### config.mk
export PLATFORM = sky130hd
export DESIGN_NAME = gtm_timer
export DESIGN_NICKNAME = d
export VERILOG_FILES = /design/src/rtl/gtm_pkg.sv /design/src/rtl/gtm_sync.sv /design/src/rtl/gtm_gate.sv /design/src/rtl/gtm_timer.sv
export SDC_FILE = /design/constraint.sdc
export NUM_CORES = 1
export LEC_CHECK = 0
export ABC_AREA = 1
export BUFFER_PORTS_ARGS = -buffer_cell sky130_fd_sc_hd__buf_4
export CELL_PAD_IN_SITES_DETAIL_PLACEMENT = 1
export CELL_PAD_IN_SITES_GLOBAL_PLACEMENT = 2
export CORE_UTILIZATION = 37
export CTS_CLUSTER_DIAMETER = 50
export DETAILED_ROUTE_END_ITERATION = 8
export PLACE_DENSITY = 0.88
export SLEW_MARGIN = 20
export SYNTH_ARGS = -nofsm -noshare
export SYNTH_HDL_FRONTEND = slang
export SYNTH_SLANG_ARGS = --single-unit
export TNS_END_PERCENT = 50
### constraint.sdc
create_clock -name CLK_I -period 2.7 [get_ports CLK_I]
set_input_delay 0.54 -clock CLK_I [delete_from_list [all_inputs] [get_ports CLK_I]]
set_output_delay 0.54 -clock CLK_I [all_outputs]
set_load 0.01 [all_outputs]
### src/rtl/gtm_pkg.sv
// constants shared by the gated timer block
package gtm_pkg;
  // ****************************************
  // register offsets
  // ****************************************
  localparam logic [2:0] OFF_TIMER_CTRL = 3'h0;
  localparam logic [2:0] OFF_GATE_CTRL  = 3'h1;
  localparam logic [2:0] OFF_COUNT_LOW  = 3'h2;
  localparam logic [2:0] OFF_COUNT_HIGH = 3'h3;
  localparam logic [2:0] OFF_FLAGS      = 3'h4;
  localparam logic [2:0] OFF_ENABLES    = 3'h5;
  localparam logic [2:0] OFF_CCV_LOW    = 3'h6;
  localparam logic [2:0] OFF_CCV_HIGH   = 3'h7;

  // ****************************************
  // field positions
  // ****************************************
  localparam int TC_CS_LSB   = 6;   // clock_source_select [7:6]
  localparam int TC_SOSC     = 3;   // secondary_osc_enable
  localparam int TC_SYNC_DIS = 2;   // sync_disable
  localparam int TC_ON       = 0;   // counter_on
  localparam int GC_MODE     = 7;   // gate_mode_enable
  localparam int GC_POL      = 6;   // gate_polarity
  localparam int GC_TOG      = 5;   // gate_toggle_enable
  localparam int GC_SP       = 4;   // gate_single_pulse_enable
  localparam int GC_ARM      = 3;   // gate_pulse_arm
  localparam int GC_LEVEL    = 2;   // gate_level, read only
  localparam int GC_SS_LSB   = 0;   // gate_source_select [1:0]
  localparam int FL_GEV      = 1;   // gate_event_flag
  localparam int FL_OVF      = 0;   // overflow_flag
  localparam int EN_GIE      = 7;   // global_irq_enable
  localparam int EN_PIE      = 6;   // peripheral_irq_enable
  localparam int EN_C2SYNC   = 3;   // comparator 2 synchronised
  localparam int EN_C1SYNC   = 2;   // comparator 1 synchronised
  localparam int EN_GEVIE    = 1;   // gate_event_irq_enable
  localparam int EN_OVFIE    = 0;   // overflow_irq_enable

  // ****************************************
  // codes and reset values
  // ****************************************
  localparam logic [1:0] SRC_PIN  = 2'h0;
  localparam logic [1:0] SRC_TMR0 = 2'h1;
  localparam logic [1:0] SRC_CMP1 = 2'h2;
  localparam logic [1:0] SRC_CMP2 = 2'h3;
  localparam logic [1:0] CS_EXT   = 2'h2;
  localparam logic [7:0] RST_BYTE  = 8'h00;
  localparam logic [15:0] RST_WORD = 16'h0000;
  localparam logic [15:0] CNT_MAX  = 16'hFFFF;
endpackage : gtm_pkg

### src/rtl/gtm_sync.sv
// three-stage input synchroniser with agreement filter
module gtm_sync (
  input  wire logic clk_i,
  input  wire logic nrst_i,
  input  wire logic d_i,
  output logic      q_o
);
  logic s1_r;
  logic s2_r;
  logic s3_r;

  // output follows only once stages two and three agree
  always_ff @(posedge clk_i or negedge nrst_i) begin
    if (!nrst_i) begin
      s1_r <= 1'b0;
      s2_r <= 1'b0;
      s3_r <= 1'b0;
      q_o  <= 1'b0;
    end else begin
      s1_r <= d_i;
      s2_r <= s1_r;
      s3_r <= s2_r;
      if (s2_r == s3_r) q_o <= s3_r;
    end
  end
endmodule // gtm_sync

### src/rtl/gtm_gate.sv
// gate toggle, single-pulse and edge logic
module gtm_gate (
  input  wire logic clk_i,
  input  wire logic nrst_i,
  input  wire logic src_i,
  input  wire logic pol_i,
  input  wire logic tog_en_i,
  input  wire logic sp_en_i,
  input  wire logic arm_i,
  output logic      level_o,
  output logic      ok_o,
  output logic      fall_o,
  output logic      done_o
);
  logic src_p;
  logic src_q_r;
  logic tff_r;
  logic lvl_q_r;
  logic started_r;
  logic rise;

  // polarity first, so high always means the counting level
  assign src_p   = pol_i ? src_i : ~src_i;
  assign level_o = tog_en_i ? tff_r : src_p;
  assign rise    = level_o & ~lvl_q_r;
  assign fall_o  = ~level_o & lvl_q_r;
  assign done_o  = sp_en_i & arm_i & started_r & fall_o;
  // single pulse passes counting only from the armed rising edge
  assign ok_o = sp_en_i ? (arm_i & (started_r | rise) & level_o)
                        : level_o;

  // toggle flop held clear while toggle mode is off
  always_ff @(posedge clk_i or negedge nrst_i) begin
    if (!nrst_i) begin
      tff_r   <= 1'b0;
      src_q_r <= 1'b0;
    end else begin
      src_q_r <= src_p;
      if (!tog_en_i) tff_r <= 1'b0;
      else if (src_p & ~src_q_r) tff_r <= ~tff_r;
    end
  end

  // registered level copy and single-pulse start marker
  always_ff @(posedge clk_i or negedge nrst_i) begin
    if (!nrst_i) begin
      lvl_q_r   <= 1'b0;
      started_r <= 1'b0;
    end else begin
      lvl_q_r <= level_o;
      if (!(sp_en_i & arm_i) | done_o) started_r <= 1'b0;
      else if (rise) started_r <= 1'b1;
    end
  end
endmodule // gtm_gate

### src/rtl/gtm_timer.sv
// gated 16-bit timer: gate logic, flags, capture/compare time base
//
// Contract
// - Comparator gate sources pass synchronised or direct, per setting.
// - Toggle mode routes gate source through flop inverting per rising edge.
// - Toggle mode off forces and holds the toggle flop at zero.
// - Single pulse: enable, then arm; counting starts next gate edge.
// - Arm bit clears itself at the trailing edge of the pulse.
// - Disarmed, all further gate events are ignored for counting.
// - Toggle and single pulse together capture one full gate cycle.
// - Gate level is readable, even with gate mode disabled.
// - Falling gate level sets the gate event flag.
// - Gate interrupt needs gate event flag and its enable.
// - Gate event flag works while gate mode is disabled.
// - Counter wraps from maximum to zero, setting overflow flag.
// - In sleep, counting only in asynchronous external counter mode.
// - Overflow in sleep wakes; vectoring only with global enable.
// - Secondary oscillator keeps running in sleep regardless of sync.
// - Capture copies counter; compare fires when value equals counter.
// - Conversion trigger clears counter without raising overflow.
// - Counter write coinciding with trigger clear takes precedence.
// - Source select: gate pin, timer0 overflow, comparator 1, 2.
// - Gate mode: count only while gate level matches polarity.
// - Off when counter on is zero; else free or gated.
//
// The address map and the address-and-strobe port were left to the implementer.
module gtm_timer (
  input  wire logic        CLK_I,
  input  wire logic        NRST_I,
  input  wire logic [2:0]  ADDR_I,
  input  wire logic [7:0]  WDATA_I,
  input  wire logic        WR_I,
  input  wire logic        RD_I,
  output logic      [7:0]  RDATA_O,
  input  wire logic        GATE_PIN_I,
  input  wire logic        EXT_COUNT_I,
  input  wire logic        TMR0_OVF_I,
  input  wire logic        CMP1_I,
  input  wire logic        CMP2_I,
  input  wire logic        SLEEP_I,
  input  wire logic        CAPTURE_I,
  input  wire logic        CONV_TRIG_I,
  output logic      [15:0] COUNT_O,
  output logic             COMPARE_O,
  output logic             IRQ_O,
  output logic             WAKE_O,
  output logic             SOSC_RUN_O
);
  // ****************************************
  // registers and wires
  // ****************************************
  logic [7:0]  tctl_r;
  logic [7:0]  gctl_r;
  logic [7:0]  en_r;
  logic        ovf_r;
  logic        gev_r;
  logic        arm_r;
  logic [15:0] cnt_r;
  logic [15:0] cnt_nxt;
  logic [15:0] ccv_r;
  logic        eq_q_r;
  logic        pin_s;
  logic        ext_s;
  logic        ext_q_r;
  logic        c1_s;
  logic        c2_s;
  logic        c1_g;
  logic        c2_g;
  logic        gate_src;
  logic        gate_lvl;
  logic        gate_ok;
  logic        gate_fall;
  logic        gate_done;
  logic        wr_tc;
  logic        wr_gc;
  logic        wr_lo;
  logic        wr_hi;
  logic        wr_fl;
  logic        wr_en;
  logic        wr_cl;
  logic        wr_ch;
  logic        wr_cnt;
  logic        async_ext;
  logic        tick;
  logic        run;
  logic        inc;
  logic        wrap;
  logic        eq_w;
  logic [7:0]  rd_mux;

  // ****************************************
  // input synchronisers
  // ****************************************
  // pins and comparator outputs arrive from outside this clock
  gtm_sync u_pin (
    .clk_i  (CLK_I),
    .nrst_i (NRST_I),
    .d_i    (GATE_PIN_I),
    .q_o    (pin_s)
  );
  gtm_sync u_ext (
    .clk_i  (CLK_I),
    .nrst_i (NRST_I),
    .d_i    (EXT_COUNT_I),
    .q_o    (ext_s)
  );
  gtm_sync u_c1 (
    .clk_i  (CLK_I),
    .nrst_i (NRST_I),
    .d_i    (CMP1_I),
    .q_o    (c1_s)
  );
  gtm_sync u_c2 (
    .clk_i  (CLK_I),
    .nrst_i (NRST_I),
    .d_i    (CMP2_I),
    .q_o    (c2_s)
  );

  // ****************************************
  // gate source selection
  // ****************************************
  // direct path is faster but may glitch the gate mid-cycle
  assign c1_g = en_r[gtm_pkg::EN_C1SYNC] ? c1_s : CMP1_I;
  assign c2_g = en_r[gtm_pkg::EN_C2SYNC] ? c2_s : CMP2_I;
  assign gate_src =
    (gctl_r[1:0] == gtm_pkg::SRC_PIN)  ? pin_s :
    (gctl_r[1:0] == gtm_pkg::SRC_TMR0) ? TMR0_OVF_I :
    (gctl_r[1:0] == gtm_pkg::SRC_CMP1) ? c1_g : c2_g;

  gtm_gate u_gate (
    .clk_i    (CLK_I),
    .nrst_i   (NRST_I),
    .src_i    (gate_src),
    .pol_i    (gctl_r[gtm_pkg::GC_POL]),
    .tog_en_i (gctl_r[gtm_pkg::GC_TOG]),
    .sp_en_i  (gctl_r[gtm_pkg::GC_SP]),
    .arm_i    (arm_r),
    .level_o  (gate_lvl),
    .ok_o     (gate_ok),
    .fall_o   (gate_fall),
    .done_o   (gate_done)
  );

  // ****************************************
  // register decode
  // ****************************************
  assign wr_tc  = WR_I & (ADDR_I == gtm_pkg::OFF_TIMER_CTRL);
  assign wr_gc  = WR_I & (ADDR_I == gtm_pkg::OFF_GATE_CTRL);
  assign wr_lo  = WR_I & (ADDR_I == gtm_pkg::OFF_COUNT_LOW);
  assign wr_hi  = WR_I & (ADDR_I == gtm_pkg::OFF_COUNT_HIGH);
  assign wr_fl  = WR_I & (ADDR_I == gtm_pkg::OFF_FLAGS);
  assign wr_en  = WR_I & (ADDR_I == gtm_pkg::OFF_ENABLES);
  assign wr_cl  = WR_I & (ADDR_I == gtm_pkg::OFF_CCV_LOW);
  assign wr_ch  = WR_I & (ADDR_I == gtm_pkg::OFF_CCV_HIGH);
  assign wr_cnt = wr_lo | wr_hi;

  // read mux; gate level reads live even with gate mode off
  assign rd_mux =
    (ADDR_I == gtm_pkg::OFF_TIMER_CTRL) ? tctl_r :
    (ADDR_I == gtm_pkg::OFF_GATE_CTRL)  ?
      {gctl_r[7:4], arm_r, gate_lvl, gctl_r[1:0]} :
    (ADDR_I == gtm_pkg::OFF_COUNT_LOW)  ? cnt_r[7:0] :
    (ADDR_I == gtm_pkg::OFF_COUNT_HIGH) ? cnt_r[15:8] :
    (ADDR_I == gtm_pkg::OFF_FLAGS)      ? {6'h00, gev_r, ovf_r} :
    (ADDR_I == gtm_pkg::OFF_ENABLES)    ? en_r :
    (ADDR_I == gtm_pkg::OFF_CCV_LOW)    ? ccv_r[7:0] : ccv_r[15:8];

  // read data valid the cycle after the strobe only
  always_ff @(posedge CLK_I or negedge NRST_I) begin
    if (!NRST_I) RDATA_O <= gtm_pkg::RST_BYTE;
    else RDATA_O <= RD_I ? rd_mux : gtm_pkg::RST_BYTE;
  end

  // control registers
  always_ff @(posedge CLK_I or negedge NRST_I) begin
    if (!NRST_I) begin
      tctl_r <= gtm_pkg::RST_BYTE;
      gctl_r <= gtm_pkg::RST_BYTE;
      en_r   <= gtm_pkg::RST_BYTE;
    end else begin
      if (wr_tc) tctl_r <= WDATA_I & 8'hFD; // bit 1 unimplemented
      if (wr_gc) gctl_r <= WDATA_I;
      if (wr_en) en_r <= WDATA_I;
    end
  end

  // arm: software write beats the self-clear, so a re-arm sticks
  always_ff @(posedge CLK_I or negedge NRST_I) begin
    if (!NRST_I) arm_r <= 1'b0;
    else if (wr_gc) arm_r <= WDATA_I[gtm_pkg::GC_ARM];
    else if (gate_done) arm_r <= 1'b0;
  end

  // ****************************************
  // counter
  // ****************************************
  // asynchronous mode is modelled on the synchronised pin edge
  assign async_ext = tctl_r[gtm_pkg::TC_SYNC_DIS] &
    (tctl_r[7:6] == gtm_pkg::CS_EXT);
  assign tick = (tctl_r[7:6] == gtm_pkg::CS_EXT) ?
    (ext_s & ~ext_q_r) : 1'b1;
  assign run = tctl_r[gtm_pkg::TC_ON] &
    (~gctl_r[gtm_pkg::GC_MODE] | gate_ok);
  assign inc  = run & tick & (~SLEEP_I | async_ext);
  assign wrap = inc & (cnt_r == gtm_pkg::CNT_MAX);

  // priority: byte write, then trigger clear, then increment
  always_comb begin
    cnt_nxt = cnt_r;
    if (wr_cnt) begin
      if (wr_lo) cnt_nxt[7:0] = WDATA_I;
      if (wr_hi) cnt_nxt[15:8] = WDATA_I;
    end else if (CONV_TRIG_I) begin
      cnt_nxt = gtm_pkg::RST_WORD;
    end else if (inc) begin
      cnt_nxt = cnt_r + 16'h0001;
    end
  end

  // counter plus edge history of the synchronised count pin
  always_ff @(posedge CLK_I or negedge NRST_I) begin
    if (!NRST_I) begin
      cnt_r   <= gtm_pkg::RST_WORD;
      ext_q_r <= 1'b0;
    end else begin
      cnt_r   <= cnt_nxt;
      ext_q_r <= ext_s;
    end
  end

  // ****************************************
  // flags: a set in the clearing cycle wins
  // ****************************************
  always_ff @(posedge CLK_I or negedge NRST_I) begin
    if (!NRST_I) begin
      ovf_r <= 1'b0;
      gev_r <= 1'b0;
    end else begin
      // trigger clear suppresses wrap since it overrides the increment
      if (wrap & ~wr_cnt & ~CONV_TRIG_I) ovf_r <= 1'b1;
      else if (wr_fl & WDATA_I[gtm_pkg::FL_OVF]) ovf_r <= 1'b0;
      // independent of gate mode enable
      if (gate_fall) gev_r <= 1'b1;
      else if (wr_fl & WDATA_I[gtm_pkg::FL_GEV]) gev_r <= 1'b0;
    end
  end

  // ****************************************
  // capture/compare time base
  // ****************************************
  // match is a level; the registered copy turns it into one pulse
  assign eq_w = (ccv_r == cnt_r);

  // software byte write beats a capture landing in the same cycle
  always_ff @(posedge CLK_I or negedge NRST_I) begin
    if (!NRST_I) begin
      ccv_r     <= gtm_pkg::RST_WORD;
      eq_q_r    <= 1'b0;
      COMPARE_O <= 1'b0;
    end else begin
      if (wr_cl | wr_ch) begin
        if (wr_cl) ccv_r[7:0] <= WDATA_I;
        if (wr_ch) ccv_r[15:8] <= WDATA_I;
      end else if (CAPTURE_I) begin
        ccv_r <= cnt_r;
      end
      eq_q_r    <= eq_w;
      COMPARE_O <= eq_w & ~eq_q_r;
    end
  end

  // ****************************************
  // outputs
  // ****************************************
  assign COUNT_O = cnt_r;
  // vectoring requires both global and peripheral enables
  assign IRQ_O = en_r[gtm_pkg::EN_GIE] & en_r[gtm_pkg::EN_PIE] &
    ((ovf_r & en_r[gtm_pkg::EN_OVFIE]) |
     (gev_r & en_r[gtm_pkg::EN_GEVIE]));
  // wake does not need global enable; core resumes in line
  assign WAKE_O = SLEEP_I & en_r[gtm_pkg::EN_PIE] &
    ovf_r & en_r[gtm_pkg::EN_OVFIE];
  // oscillator request ignores sleep and sync setting
  assign SOSC_RUN_O = tctl_r[gtm_pkg::TC_SOSC];
endmodule // gtm_timer

Word-level counts from Yosys, hierarchy flattened --
Index checks and enable logic that the tools add are counted.
Cells by class: $add $sub $neg 1, equal/unequal tests 21, mux-type cells 36, bitwise operators 52, reductions and logical operators 13
Operator list (number):
- $mux 8 | 12
- $mux 16 | 5
- $and 1x1->1 | 34
- $mux 1 | 19
- $add 16x1->16 const B | 1
- $eq 16x16->1 | 1
- $eq 16x16->1 const B | 1
- $eq 3x3->1 const B | 4
- $not 1->1 | 11
- $reduce_bool 2->1 | 5
- $ne 2x2->1 const B | 4
- $reduce_and 2->1 | 4
- $or 1x1->1 | 7
- $eq 3x2->1 const B | 2
- $eq 1x1->1 | 4
- $eq 2x2->1 const B | 2
- $eq 3x1->1 const B | 1
- $logic_not 3->1 | 1
- $reduce_bool 3->1 | 1
- $eq 2x1->1 const B | 1
- $logic_not 2->1 | 1
- $ne 2x1->1 const B | 1
- $logic_not 1->1 | 1
Storage, ports and cells: flip-flop bits (word level) 89, output and inout port bits 28, word-level logic and storage cells 157

Logic depth before layout (Yosys ltp) --
depth in word-level cells 20, gate-level depth with buffers 15, mapped depth without buffers 15

Cells and area by module --
A second synthesis with hierarchy kept.
Unflattened totals: cells, all modules 635, area, all modules 4714.5 sq um
Modules (own cells, without submodules):
- gtm_timer | instances 1, cells each 571, area each 4017.6 sq um, sequential area each 1676.6 sq um
- gtm_sync | instances 4, cells each 8, area each 116.4 sq um, sequential area each 100.1 sq um
- gtm_gate | instances 1, cells each 32, area each 231.5 sq um, sequential area each 100.1 sq um

Least setup slack after synthesis --
OpenSTA, ideal clock, no wires.
path kind flip-flop to flip-flop, from reg cnt_r[0], in the netlist COUNT_O[0], to reg cnt_r[14], in the netlist COUNT_O[14], arrival time 1679 ps, required time 2583 ps, setup slack 904 ps, cell stages (with the launch flop) 13, buffers on the path 0, clock period less this slack 1796 ps, cell sequence dfrtp_1 ha_1 nand4_1 nor2_1 nand2_1 inv_2 nand2_1 nor2_1 nand3_1 nand3_1 o21ai_0 nand3_1 nand2_1
Between the ends: longest elaborated chain between the ends 4
Ends and longest elaborated chain:
- from (decl) | RTL line gtm_timer.sv:58 | logic [15:0] cnt_r;
- from (signal assigned) | RTL line gtm_timer.sv:224 | cnt_r <= gtm_pkg::RST_WORD;
- from (signal assigned) | RTL line gtm_timer.sv:227 | cnt_r <= cnt_nxt;
- $add 16x1->16 | RTL line gtm_timer.sv:217 | cnt_nxt = cnt_r + 16'h0001;
- $mux 16 | RTL line gtm_timer.sv:216 | end else if (inc) begin
- $mux 16 | RTL line gtm_timer.sv:214 | end else if (CONV_TRIG_I) begin
- $mux 16 | RTL line gtm_timer.sv:211 | if (wr_cnt) begin
No other way between the ends. The select of a mux whose other input is x is not followed. A chain may end at the register's enable or synchronous reset.

Final worst setup path --
from reg cnt_r[4], in the netlist COUNT_O[4], to reg cnt_r[14], in the netlist COUNT_O[14]
The elaborated chain is that of the path after synthesis.

==> key figures <==
Synth
  – Synth top area cells: dfrtp_1 (48%), nand2_1 (13%), o21ai_0 (9.8%)
  – Top-area cell type share of the netlist area: 47.70%
  – Syn avg cell area: 7.763 µm²
  – Mapped Nets: 612
  – Cell count after synthesis: roughly 600
  – Post-synthesis sequential area ratio: 47.70%
  – Cell Area, Synth: roughly 0.0046 mm²
  – Netlist cell types: 36
  – Yosys top cell by area: dfrtp_1
  – Yosys warnings: 0
  – #FFs+latches synth: between 80 and 90

Die
  – Die Area: roughly 0.013 mm²
  – # IOs: 51
  – Initial Util: 38.00%
  – Core box area: around 0.012 mm²
  – Die Width: between 100 and 150 µm
  – # rows: 40
  – Die Y-Extent: 113.1 µm

Cells and area
  – Commonest non-fill, non-tap cell in the layout: nand2_1
  – # fillers: 1,506
  – Area delta synth->final: 18.17%
  – Ant. Diodes: 0
  – # nets final: about 660
  – Share of cells above drive strength 1: between 10% and 20%
  – Most frequent cells in the layout: nand2_1 (154), o21ai_0 (89), dfrtp_1 (87)
  – Final Cell Area: 0.005394 mm²

Critical path
  – Setup crit start: COUNT_O[4]
  – Worst EP arrival: 2.38 ns
  – CP Max Fanout: 7
  – Worst Path Class, Setup: reg -> reg
  – Worst EP required: 2.94 ns
  – Setup crit end kind: flop
  – Reg-to-reg startpoint: COUNT_O[4]
  – Crit start category: flop

Timing
  – Max-slew violation count: 0
  – Final setup viols: 0
  – RSZ-0062 raised after global routing: false
  – Maximum clock frequency: 467.1 MHz
  – Sum Neg Setup Slack: 0 ns
  – Final worst clock skew: between 0.005 and 0.006 ns
  – Tmin final: 2.141 ns
  – Fin crit share: 79.29%
  – Slew headroom: 60.62%
  – Final Hold Viols: 0
  – Worst Tran Pin Value: 0.5906 ns

Route
  – Routed wire per std cell: 20.00 µm
  – Vias: around 4,300
  – Drt drc: 0
  – DR pass1 iterations: 4
  – ANT nets after route: 0
  – Vias per inst: 5.430
  – DR iter-0 viols: 237
  – Routed WL: 15.80 mm

Power
  – Maximum VDD drop: 370.8 µV
  – Power Density: 695.7 mW/mm²
  – Combinational fraction of design power: about 22%
  – Clock group share of total power: 34.4%
  – Switching share of power: 32.69%
  – Seq pwr share: 44.0%
  – Internal cell power: 0.002526 W
  – Static Leak: 2.551 nW
  – P_sw: around 0.0012 W

Placed design
  – I/O Buffers: 50
  – Placed Area: 0.005092 mm²
  – GPL Wtd Cong: 0.9159
  – DPL Wire Length: between 10 and 15 mm

Global routing
  – Vias in the first global route: ~4,600
  – Grt total ovfl: 0
  – GRT Util Overall: between 20% and 30%
  – Initial antenna violation count: 0
  – First-pass GRT wire length: around 25 mm
  – Pin count of the biggest net entering global routing: between 40 and 50

CTS
  – Clk sink count: 87
  – CTS max path bufs: 2
  – TritonCTS clock tree: built
  – Worst skew pair latency: 0.35 ns
  – H-Tree Depth: 3
  – Root buf cell: clkbuf_16
  – Reg clk slew, reported paths: 0.06 ns
  – Post-CTS setup buffer count: 0
  – CTS-repair resized insts: 0
  – CTS buffer count: 9
  – Cts hold-fix bufs: 0

Job
  – Maxcap violations: 0

Run status
  – Outcome: complete, no violations

Hold path
  – Hold WC Path Type: in -> async
[state kept, by name, summed over array words and instances (netlist names), 6 cells and up]
register,cells
ccv_r,16
gctl_r,6
RDATA_O,8
COUNT_O,16
en_r,8
tctl_r,7
[area by class of cell]
class	instances	area (µm²)	area share, %
clock inverters	4	55.05	1.021
multi-input cells	413	2032	37.67
well taps	147	183.9	3.410
inverters	71	266.5	4.941
flip-flops and latches	87	2177	40.36
clock buffers	12	246.5	4.570
repair buffers	56	432.9	8.026
[final timing paths]
check	cells after the start	slack, ns	endpoint
min	1	0.19	u_pin.q_o
max	11	0.56	COUNT_O[14]
min in group CLK_I	1	0.29	u_pin.s1_r
max reg2reg	11	0.56	COUNT_O[14]
max in group asynchronous	2	1.87	COUNT_O[13]
min reg2reg	0	0.36	u_c1.s2_r
[cells by family (layout without fill, tap and decap cells)]
family	count (synthesis)	count (layout)	synth area share, %
AND/OR/NAND/NOR	242	242	22.97
AO/OA/AOI/OAI	154	154	18.09
buffers and inverters	88	143	7.785
flip-flops	87	87	47.70
XOR/XNOR	12	12	2.303
adder cells (fa/ha/maj)	5	5	1.151
[worst max-delay path, cell delays in order, from the launching register on]
cell     delay (ns)
dfrtp_1        0.57
nand4_1        0.18
nor2_1         0.20
nand2_1        0.11
inv_2          0.09
nand2_1        0.09
nor2_1         0.28
nand3_1        0.15
nand3_1        0.09
o21ai_0        0.08
nand3_1        0.11
nand2_1        0.07
[power groups by stage]
stage | clock [W] | sequential, W | combinational [W]
floorplan | 0 | 0.00163 | 0.000474
global placement | 0 | 0.00166 | 0.000788
detailed placement | 0 | 0.00167 | 0.000810
CTS | 0.00132 | 0.00165 | 0.000816
global route | 0.00135 | 0.00168 | 0.000907
finish | 0.00129 | 0.00165 | 0.000809
[Yosys cell counts]
cell	n
inv_2	8
nor3_2	1
o22ai_1	4
o211ai_1	13
nand3_1	32
dfrtp_1	87
a211oi_1	1
clkbuf_2	1
nor4b_1	1
nor2_2	1
o32ai_1	1
xnor2_1	4
a31oi_1	5
nor2_1	26
nor3_4	1
nor3_1	7
o21ai_1	11
nor4_1	1
buf_2	7
maj3_1	4
inv_1	63
clkbuf_1	6
o21ai_0	89
a21oi_1	28
nand2_2	4
nand3_2	2
nand4_1	9
buf_4	2
and2_1	1
nand2_1	154
xor2_1	8
nor2_4	1
ha_1	1
o31ai_1	2
nand2_4	1
buf_6	1
[metrics by stage]
stage	hold WS (ns)	total power (W)	util, %	setup WS [ns]	cells
2_1_floorplan	0.2444	0.002107	-	0.9038	588
3_3_place_gp	0.3333	0.002450	42.40	0.4300	774
3_5_place_dp	0.3370	0.002480	42.40	0.4456	774
4_1_cts	0.2075	0.003781	44.91	0.5649	790
5_1_grt	0.2314	0.003937	44.91	0.4090	790
6_report	0.1902	0.003752	44.91	0.5592	790
[layer usage]
layer	GRT usage (%)	up-vias	wire length (µm)	part of all wire, %
li1	-	2057	-	-
met5	0	-	0	0
met3	5.570	15	850	5.4
met4	7.895	0	248	1.6
met1	35.07	2119	7265	46
met2	43.48	99	7439	47
Power figures use the tool's default switching activity.
